--- src/core/ccmpe_defs.vh ---
// constants for the packet cipher engine
// Summary of operation
// - fresh keystream needed before each packet
// - keystream task starts generation, raises done
// - keystream stored in and read from scratch
// - default length mode: 27 byte keystream
// - extended mode: max size, capped 251
// - encrypt reads input, appends four byte check
// - cipher task in encrypt mode, then done
// - encrypt adds four to length, writes out
// - encrypt copies zero length packet unchanged
// - decrypt reads, verifies check, then done
// - decrypt subtracts four from length, writes
// - decrypt lengths one to four fail check
// - decrypt zero length passes unchanged, ok
// - length field width selectable by mode
// - data rate sampled at each task trigger
// - rate override task replaces active rate while a cipher run is active
// - no memory access after done events, except the shortcut cipher run after keystream done
// - header 0, length 1, reserved 2, payload 3
`ifndef CCMPE_DEFS_VH
`define CCMPE_DEFS_VH

`define CCMPE_KS_LEN_DEFAULT 8'h1B
`define CCMPE_KS_LEN_MAX 8'hFB
`define CCMPE_KS_LEN_MIN 8'h01
`define CCMPE_MIC_LEN 8'h04
`define CCMPE_MIC_LAST 2'h3
`define CCMPE_CFG_LEN 8'h19
`define CCMPE_KS_MIX 8'h1D
`define CCMPE_LEN_NARROW 8'h1F
`define CCMPE_OFS_HDR 32'h00000000
`define CCMPE_OFS_LEN 32'h00000001
`define CCMPE_OFS_RFU 32'h00000002
`define CCMPE_OFS_PAY 32'h00000003
`define CCMPE_FIFO_WIDTH 8
`define CCMPE_FIFO_DEPTH 32
`define CCMPE_FIFO_AW 5

`endif

--- src/core/ccmpe_engine.v ---
// packet cipher engine with its output fifo
`timescale 1ns/1ps
`include "ccmpe_defs.vh"

// ----------------------------------------
// output byte fifo
// ----------------------------------------
module ccmpe_fifo
#(
	parameter WIDTH = 8,
	parameter DEPTH = 32,
	parameter AW = 5
)
(
	// clock and reset
	input wire core_clk,
	input wire rst_b,
	// fill side
	input wire inValid,
	input wire [WIDTH-1:0] inData,
	output wire inReady,
	// drain side
	output wire outValid,
	output wire [WIDTH-1:0] outData,
	input wire outReady
);
	localparam [AW:0] FULL = DEPTH[AW:0];
	localparam [AW-1:0] LAST = FULL[AW-1:0] - 1'b1;
	reg [WIDTH-1:0] mem [0:DEPTH-1];
	reg [AW-1:0] wp;
	reg [AW-1:0] rp;
	reg [AW:0] cnt;
	wire push;
	wire pop;

	assign inReady = (cnt != FULL);
	assign outValid = (cnt != {(AW+1){1'b0}});
	assign outData = mem[rp];
	assign push = inValid && inReady;
	assign pop = outValid && outReady;

	always @(posedge core_clk)
	begin
		if (push)
			mem[wp] <= inData;
	end

	always @(posedge core_clk or negedge rst_b)
	begin
		if (!rst_b)
		begin
			wp <= {AW{1'b0}};
			rp <= {AW{1'b0}};
			cnt <= {(AW+1){1'b0}};
		end
		else
		begin
			if (push)
				wp <= (wp == LAST) ? {AW{1'b0}} : wp + 1'b1;
			if (pop)
				rp <= (rp == LAST) ? {AW{1'b0}} : rp + 1'b1;
			if (push && !pop)
				cnt <= cnt + 1'b1;
			else if (pop && !push)
				cnt <= cnt - 1'b1;
		end
	end
endmodule

// ----------------------------------------
// engine
// ----------------------------------------
module ccmpe_engine
(
	// clock and reset
	input wire core_clk,
	input wire rst_b,
	// tasks
	input wire ksTask,
	input wire cipherTask,
	input wire rateOverrideTask,
	// configuration
	input wire shortcutEn,
	input wire modeDecrypt,
	input wire modeExtended,
	input wire lenWide,
	input wire [1:0] dataRate,
	input wire [1:0] rate_override_a,
	input wire [7:0] maxPayloadSize,
	// pointers
	input wire [31:0] configStructPointer,
	input wire [31:0] scratchAreaPointer,
	input wire [31:0] inputPacketPointer,
	input wire [31:0] outputPacketPointer,
	// events and status
	output reg ksDone,
	output reg cipherDone,
	output reg micOk,
	output reg busy,
	output reg [1:0] activeRate,
	// memory port
	output reg ramReq,
	output reg ramWrite,
	output reg [31:0] ramAddr,
	output reg [7:0] ramWdata,
	input wire [7:0] ramRdata,
	input wire ramAck
);
	localparam [3:0] S_IDLE = 4'h0;
	localparam [3:0] S_KSRD = 4'h1;
	localparam [3:0] S_KSWR = 4'h2;
	localparam [3:0] S_HDR = 4'h3;
	localparam [3:0] S_LEN = 4'h4;
	localparam [3:0] S_RFU = 4'h5;
	localparam [3:0] S_PIN = 4'h6;
	localparam [3:0] S_PKS = 4'h7;
	localparam [3:0] S_MICO = 4'h8;
	localparam [3:0] S_MICI = 4'h9;
	localparam [3:0] S_FLUSH = 4'hA;

	// ----------------------------------------
	// helpers
	// ----------------------------------------
	function [7:0] ksLenOf;
		input ext;
		input [7:0] maxSize;
		begin
			if (!ext)
				ksLenOf = `CCMPE_KS_LEN_DEFAULT;
			else if (maxSize > `CCMPE_KS_LEN_MAX)
				ksLenOf = `CCMPE_KS_LEN_MAX;
			else if (maxSize == 8'h00)
				ksLenOf = `CCMPE_KS_LEN_MIN;
			else
				ksLenOf = maxSize;
		end
	endfunction

	// stand-in for the block cipher, which is out of scope here
	function [7:0] mixByte;
		input [7:0] d;
		input [7:0] idx;
		begin
			mixByte = {d[6:0], d[7]} ^ (idx ^ `CCMPE_KS_MIX);
		end
	endfunction

	function [7:0] lenField;
		input [7:0] b;
		input wide;
		begin
			lenField = wide ? b : (b & `CCMPE_LEN_NARROW);
		end
	endfunction

	// narrow mode keeps the bits above the field untouched
	function [7:0] lenWrite;
		input [7:0] b;
		input wide;
		input [7:0] v;
		begin
			if (wide)
				lenWrite = v;
			else
				lenWrite = (b & ~`CCMPE_LEN_NARROW) | (v & `CCMPE_LEN_NARROW);
		end
	endfunction

	function [7:0] accByte;
		input [31:0] a;
		input [1:0] i;
		begin
			case (i)
				2'h0: accByte = a[31:24];
				2'h1: accByte = a[23:16];
				2'h2: accByte = a[15:8];
				default: accByte = a[7:0];
			endcase
		end
	endfunction

	// ----------------------------------------
	// state
	// ----------------------------------------
	reg [3:0] state;
	reg [7:0] ksLen;
	reg [7:0] ksIdx;
	reg [7:0] cfgIdx;
	reg [7:0] ksByte;
	reg [31:0] micSeed;
	reg [31:0] acc;
	reg [7:0] pinByte;
	reg [7:0] plen;
	reg [7:0] pIdx;
	reg [1:0] micIdx;
	reg micBad;
	reg micRes;
	reg isDec;
	reg isWide;
	reg emptyPkt;
	reg shortPkt;
	reg [8:0] wrIdx;
	reg needRead;
	reg [31:0] readAddr;
	reg pushValid;
	reg [7:0] pushData;

	wire fifoInReady;
	wire fifoOutValid;
	wire [7:0] fifoOutData;
	wire rdAck = ramReq && ramAck && !ramWrite;
	wire wrAck = ramReq && ramAck && ramWrite;
	// drain has priority so the fifo never blocks a read in flight
	wire drainGo = !ramReq && fifoOutValid;
	wire ksWrGo = !ramReq && (state == S_KSWR);
	wire readGo = !ramReq && !fifoOutValid && fifoInReady && needRead;
	wire [7:0] lenVal = lenField(ramRdata, isWide);
	wire [7:0] plainByte = isDec ? (pinByte ^ ramRdata) : pinByte;
	wire ksLast = (ksIdx == ksLen - 8'h01);
	wire ksFinish = wrAck && (state == S_KSWR) && ksLast;
	wire cipherActive = (state != S_IDLE) && (state != S_KSRD) && (state != S_KSWR);
	wire cipherGo = ((state == S_IDLE) && cipherTask && !ksTask) || (ksFinish && shortcutEn);
	wire [7:0] micOfs = plen + {6'h00, micIdx};
	reg [7:0] adjLen;

	always @*
	begin
		adjLen = lenVal;
		if (!isDec && lenVal != 8'h00)
			adjLen = lenVal + `CCMPE_MIC_LEN;
		else if (isDec && lenVal > `CCMPE_MIC_LEN)
			adjLen = lenVal - `CCMPE_MIC_LEN;
	end

	// ----------------------------------------
	// read address and fifo feed
	// ----------------------------------------
	always @*
	begin
		needRead = 1'b1;
		readAddr = inputPacketPointer;
		case (state)
			S_KSRD: readAddr = configStructPointer + {24'h0, cfgIdx};
			S_HDR: readAddr = inputPacketPointer + `CCMPE_OFS_HDR;
			S_LEN: readAddr = inputPacketPointer + `CCMPE_OFS_LEN;
			S_RFU: readAddr = inputPacketPointer + `CCMPE_OFS_RFU;
			S_PIN: readAddr = inputPacketPointer + `CCMPE_OFS_PAY + {24'h0, pIdx};
			S_PKS: readAddr = scratchAreaPointer + {24'h0, pIdx};
			S_MICI: readAddr = inputPacketPointer + `CCMPE_OFS_PAY + {24'h0, micOfs};
			default: needRead = 1'b0;
		endcase
	end

	always @*
	begin
		pushValid = 1'b0;
		pushData = ramRdata;
		case (state)
			S_HDR, S_RFU: pushValid = rdAck;
			S_LEN:
			begin
				pushValid = rdAck;
				pushData = lenWrite(ramRdata, isWide, adjLen);
			end
			S_PKS:
			begin
				pushValid = rdAck;
				pushData = pinByte ^ ramRdata;
			end
			S_MICO:
			begin
				pushValid = fifoInReady;
				pushData = accByte(acc, micIdx);
			end
			default: pushValid = 1'b0;
		endcase
	end

	ccmpe_fifo
	#(
		.WIDTH(`CCMPE_FIFO_WIDTH),
		.DEPTH(`CCMPE_FIFO_DEPTH),
		.AW(`CCMPE_FIFO_AW)
	)
	outFifo
	(
		.core_clk(core_clk),
		.rst_b(rst_b),
		.inValid(pushValid),
		.inData(pushData),
		.inReady(fifoInReady),
		.outValid(fifoOutValid),
		.outData(fifoOutData),
		.outReady(drainGo)
	);

	// ----------------------------------------
	// memory port and sequencing
	// ----------------------------------------
	always @(posedge core_clk or negedge rst_b)
	begin
		if (!rst_b)
		begin
			state <= S_IDLE;
			ksLen <= `CCMPE_KS_LEN_DEFAULT;
			ksIdx <= 8'h00;
			cfgIdx <= 8'h00;
			ksByte <= 8'h00;
			micSeed <= 32'h00000000;
			acc <= 32'h00000000;
			pinByte <= 8'h00;
			plen <= 8'h00;
			pIdx <= 8'h00;
			micIdx <= 2'h0;
			micBad <= 1'b0;
			isDec <= 1'b0;
			isWide <= 1'b0;
			emptyPkt <= 1'b0;
			shortPkt <= 1'b0;
			wrIdx <= 9'h000;
			ksDone <= 1'b0;
			cipherDone <= 1'b0;
			micOk <= 1'b0;
			micRes <= 1'b0;
			busy <= 1'b0;
			activeRate <= 2'h0;
			ramReq <= 1'b0;
			ramWrite <= 1'b0;
			ramAddr <= 32'h00000000;
			ramWdata <= 8'h00;
		end
		else
		begin
			ksDone <= 1'b0;
			cipherDone <= 1'b0;
			if (rateOverrideTask && cipherActive)
				activeRate <= rate_override_a;
			if (ramReq && ramAck)
				ramReq <= 1'b0;
			else if (drainGo)
			begin
				ramReq <= 1'b1;
				ramWrite <= 1'b1;
				ramAddr <= outputPacketPointer + {23'h0, wrIdx};
				ramWdata <= fifoOutData;
				wrIdx <= wrIdx + 9'h001;
			end
			else if (ksWrGo)
			begin
				ramReq <= 1'b1;
				ramWrite <= 1'b1;
				ramAddr <= scratchAreaPointer + {24'h0, ksIdx};
				ramWdata <= ksByte;
			end
			else if (readGo)
			begin
				ramReq <= 1'b1;
				ramWrite <= 1'b0;
				ramAddr <= readAddr;
			end
			case (state)
				S_IDLE:
				begin
					if (ksTask)
					begin
						state <= S_KSRD;
						ksLen <= ksLenOf(modeExtended, maxPayloadSize);
						ksIdx <= 8'h00;
						cfgIdx <= 8'h00;
						micSeed <= 32'h00000000;
						busy <= 1'b1;
						activeRate <= dataRate;
					end
				end
				S_KSRD:
				begin
					if (rdAck)
					begin
						ksByte <= mixByte(ramRdata, ksIdx);
						micSeed <= {micSeed[23:0], micSeed[31:24] ^ ramRdata};
						if (cfgIdx == `CCMPE_CFG_LEN - 8'h01)
							cfgIdx <= 8'h00;
						else
							cfgIdx <= cfgIdx + 8'h01;
						state <= S_KSWR;
					end
				end
				S_KSWR:
				begin
					if (wrAck)
					begin
						ksIdx <= ksIdx + 8'h01;
						if (ksLast)
						begin
							ksDone <= 1'b1;
							busy <= 1'b0;
							state <= S_IDLE;
						end
						else
							state <= S_KSRD;
					end
				end
				S_HDR:
				begin
					if (rdAck)
						state <= S_LEN;
				end
				S_LEN:
				begin
					if (rdAck)
					begin
						emptyPkt <= (lenVal == 8'h00);
						shortPkt <= isDec && (lenVal != 8'h00) && (lenVal <= `CCMPE_MIC_LEN);
						plen <= adjLen;
						if (!isDec)
							plen <= lenVal;
						state <= S_RFU;
					end
				end
				S_RFU:
				begin
					if (rdAck)
					begin
						pIdx <= 8'h00;
						if (emptyPkt || shortPkt)
						begin
							if (isDec)
								micRes <= emptyPkt;
							state <= S_FLUSH;
						end
						else
							state <= S_PIN;
					end
				end
				S_PIN:
				begin
					if (rdAck)
					begin
						pinByte <= ramRdata;
						state <= S_PKS;
					end
				end
				S_PKS:
				begin
					if (rdAck)
					begin
						acc <= {acc[23:0], acc[31:24]} ^ {24'h000000, plainByte};
						pIdx <= pIdx + 8'h01;
						micIdx <= 2'h0;
						micBad <= 1'b0;
						if (pIdx != plen - 8'h01)
							state <= S_PIN;
						else if (isDec)
							state <= S_MICI;
						else
							state <= S_MICO;
					end
				end
				S_MICO:
				begin
					if (fifoInReady)
					begin
						micIdx <= micIdx + 2'h1;
						if (micIdx == `CCMPE_MIC_LAST)
							state <= S_FLUSH;
					end
				end
				S_MICI:
				begin
					if (rdAck)
					begin
						micIdx <= micIdx + 2'h1;
						micBad <= micBad || (ramRdata != accByte(acc, micIdx));
						if (micIdx == `CCMPE_MIC_LAST)
						begin
							micRes <= !(micBad || (ramRdata != accByte(acc, micIdx)));
							state <= S_FLUSH;
						end
					end
				end
				S_FLUSH:
				begin
					if (!ramReq && !fifoOutValid)
					begin
						cipherDone <= 1'b1;
						// status moves only with the done pulse, so it is never seen half-made
						if (isDec)
							micOk <= micRes;
						busy <= 1'b0;
						state <= S_IDLE;
					end
				end
				default: state <= S_IDLE;
			endcase
			if (cipherGo)
			begin
				state <= S_HDR;
				busy <= 1'b1;
				isDec <= modeDecrypt;
				isWide <= lenWide;
				activeRate <= dataRate;
				acc <= micSeed;
				wrIdx <= 9'h000;
			end
		end
	end
endmodule

--- config.mk ---
export PLATFORM = sky130hd
export DESIGN_NAME = ccmpe_engine
export DESIGN_NICKNAME = d
export VERILOG_FILES = /design/src/core/ccmpe_engine.v
export VERILOG_INCLUDE_DIRS = /design/src /design/src/core
export SDC_FILE = /design/constraint.sdc
export NUM_CORES = 1
export LEC_CHECK = 0
export BUFFER_PORTS_ARGS = -buffer_cell sky130_fd_sc_hd__buf_2
export CAP_MARGIN = 30
export CORE_ASPECT_RATIO = 0.6
export CORE_MARGIN = 8
export CORE_UTILIZATION = 55
export DETAILED_ROUTE_END_ITERATION = 8
export PLACE_DENSITY_LB_ADDON = 0.1
export RECOVER_POWER = 100
export SKIP_LAST_GASP = 1
export SYNTH_ARGS = -nofsm -noshare
export SYNTH_HDL_FRONTEND = slang
export SYNTH_SLANG_ARGS = --single-unit
--- constraint.sdc ---
create_clock -name core_clk -period 8.69 [get_ports core_clk]
set_input_delay 1.3035 -clock core_clk [delete_from_list [all_inputs] [get_ports core_clk]]
set_output_delay 1.3035 -clock core_clk [all_outputs]
set_load 0.1 [all_outputs]
==> impl_results.md <==
* Total CTS buffers at 42
* DR iter-0 viols at 3344
* Core Area at 50700 µm²
* Slowest stage delay, CP at around 2.3 ns
* First-pass GRT wire length at around 150 mm
* Placed cell areas at between 20000 and 30000 µm²
* Final WS setup at 1.92 ns
* Crit Reg-Reg Startpoint: state[1]$_DFFE_PN0P_
* Setup bufs post-CTS at 0
* Clock Root Buffer: clkbuf_16
* Post_cts resized at 0
* Die width at 308 µm
* Worst hold start: ramAddr[1]$_DFFE_PN0P_
* Worst Tran Pin Value at 3.91 ns
* CP Launch Type: flop
* Worst Skew at between 0.03 and 0.04 ns
* Mapped Area at approximately 28000 µm²
* Syn nets at just under 3000
* Synth area leader: edfxtp_1
* Vias per Instance at 6.70
* Final setup TNS at 0 ns
* WL final at about 100 mm
* WP buf/inv at 1
* Final min period at between 6 and 7 ns
* Hold Vio Cnt, Final at 0
* Worst path slowest cell: a21oi_1
* Filler cells at approximately 4200
* Crit-path cells: nand2_1 -> nor2_1 -> clkbuf_1 -> a221oi_1 -> a31oi_1 -> nor2_1 -> a21oi_1
* Failing checks: capacitance limit, slew limit
* Post-route ant nets at 0
* Multi-input logic area at ~14000 µm²
* RSZ-0062 raised after global routing: no
* CP top delay family: compound AO/OA/AOI/OAI gates
* Synth cell types at 95
* Max cap viols at 14
* Share of layout cells above drive strength 1 at a little over an eighth
* CTS H-tree depth at 2
* P&R area growth vs syn at 10.5%
* DIE AREA at slightly below 60000 µm²
* Crit path top cell by count: nor2_1
* Sequential cell area at 12800 µm²
* Final slew viol count at ~580
* Port bufs at between 200 and 250
* Largest cells by area after synthesis: edfxtp_1 (27%), dfrtp_1 (18%), mux4_2 (6.4%), xnor2_1 (4.5%), nand2_1 (3.9%)
* DR vias at roughly 24000
* Share of the synthesized area in the top cell type at between 20% and 30%
* Max Fclk at ~150 MHz
* Overall overflow remaining after global route at 0
* Placed cell count at 3511
* Critical path arrival at about 6.7 ns
* Crit Path Category: reg -> reg
* GRT Total Usage at roughly 33%
* Final period utilization at between 70% and 80%
* Power density over the cells at between 300 and 400 nW/µm²
* DP HPWL at about 74 mm
* Cell with the most instances after synthesis: nand2_1
* Worst VDD drop at 0.336 mV
* Cells after synthesis at about 2700
* Setup violations, final at 0
* Syn. warnings at 0
* P_leak at 11.5 nW
* Final hold slack at 0.494 ns
* WL/cell at between 20 and 30 µm
* TritonCTS Sinks at about 460
* CP max FO at 32
* Clock latency at the later pin of the worst-skew pair at 0.58 ns
* Post-Layout Cell Count at approximately 3600
* Top FF cell, synth: edfxtp_1
* Commonest cells post-synth: nand2_1 (292), edfxtp_1 (256), nor2_1 (222)
* Post-synth EDFFs at about 260
* Routability congestion estimate at 1.04
* Initial antenna violation count at 1
* Crit. End Element: flop
* CP startpoint: state[1]$_DFFE_PN0P_
* # DRC at 0
* Outcome: complete, but fails checks
* Hold buffer count at cts at 0
* Pre-CTS setup slack at roughly 3.6 ns
* Syn avg cell area at about 10 µm²
* Number of I/O pins at between 200 and 250
* Starting Density at approximately 55%
* Seq cells post-synth at about 460
* CTS tree: done
* Design area at approximately 31000 µm²
* Sequential share of the synthesized area at 45.7%
* Post-synthesis async set-or-reset flop share at around 44%
* CP required at approximately 8.6 ns
* Worst slew margin at -161%
* Pin count of the biggest net entering global routing at 99
* CTS max path bufs at 3
* Rows at 64
* Clk pin slew, worst setup/hold paths at around 0.07 ns
* Die Span Y at roughly 190 µm
* TritonRoute pass-1 iters at 6
* HP Class: reg -> reg
* Vias in the first global route at between 20000 and 25000
* Total Nets Final at roughly 3100
## area by class of cell
cell class	instances	area share (%)
Clock buffer	55	3.74
Multi-Input combinational cell	2040	46.3
Inverter	55	0.666
Clock inverter	21	0.840
Timing Repair Buffer	269	4.24
Tap cell	693	2.80
Sequential cell	461	41.4
Antenna cell	1	0.00807
## sequential cells by signal (all words and copies together) (netlist names), 6 cells and up
| name | cells |
|---|---|
| outFifo.mem | 256 |
| ksByte | 8 |
| outFifo.cnt | 6 |
| pinByte | 8 |
| ksLen | 8 |
| ramWdata | 8 |
| ramAddr | 32 |
| micSeed | 32 |
| ksIdx | 8 |
| pIdx | 8 |
| wrIdx | 9 |
| cfgIdx | 8 |
| acc | 32 |
| plen | 8 |
## through the flow
| step | total power, W | utilization [%] |
|---|---|---|
| 4_1_cts | 0.00952 | 61.5 |
| 6_report | 0.00956 | 61.2 |
| 3_5_place_dp | 0.00759 | 58.7 |
| 5_1_grt | 0.00996 | 61.1 |
| 3_3_place_gp | 0.00751 | 58.6 |
| 2_1_floorplan | 0.00611 | - |
## layer usage
metal | global-route usage (%) | part of all wire [%] | vias up
li1 | - | - | 10500
met3 | 10.4 | 14 | 191
met1 | 49.7 | 43 | 11800
met2 | 45.7 | 40 | 1535
met5 | 0 | 0 | -
met4 | 8.62 | 2.8 | 0
## power breakdown
part           total [W]  internal, W  switching, W
sequential       0.00323      0.00277      0.000454
clock            0.00193      0.00107      0.000854
combinational    0.00441      0.00134       0.00307
## cell usage in the layout (no fill, tap or decap), types with 41 or more instances in the layout
cell	n
edfxtp_1	256
xnor2_1	145
a21o_1	41
inv_1	53
dfrtp_1	199
buf_2	154
ha_1	74
xor2_1	107
nand2_1	292
clkbuf_1	93
nor2_1	220
mux4_2	80
o21ai_0	163
a21oi_1	123
clkbuf_16	42
nand3_1	87
nor3_1	70
nand4_1	60
## worst min-delay path: stages (launching register included)
cell and delay, ns:
dfrtp_1 0.35, nand2_1 0.05, o21ai_0 0.06
## kinds of logic (layout without fill, tap and decap cells)
logic type	after synthesis	count (layout)	share of synthesized area [%]
adders and majority gates	81	81	3.80
AOI/OAI and AO/OA	662	662	15.6
other	0	1	0
xor gates and xnor gates	252	252	7.87
and+or+nand+nor	941	941	16.3
buffers and inverters	234	400	3.27
DFF	461	461	45.7
muxes	104	104	7.35
## path summary, 6_finish.rpt
check,depth (start not counted),to,slack [ns]
setup / recovery,7,outFifo.mem[4][2]$_DFFE_PP_,1.92
hold / removal,2,ramAddr[1]$_DFFE_PN0P_,0.49
setup reg to reg,7,outFifo.mem[4][2]$_DFFE_PP_,1.92
hold reg to reg,2,ramAddr[1]$_DFFE_PN0P_,0.49
max in group asynchronous,2,acc[19]$_DFFE_PN0P_,3.58
min in group asynchronous,1,ramAddr[16]$_DFFE_PN0P_,0.71
Power figures use the tool's default switching activity.
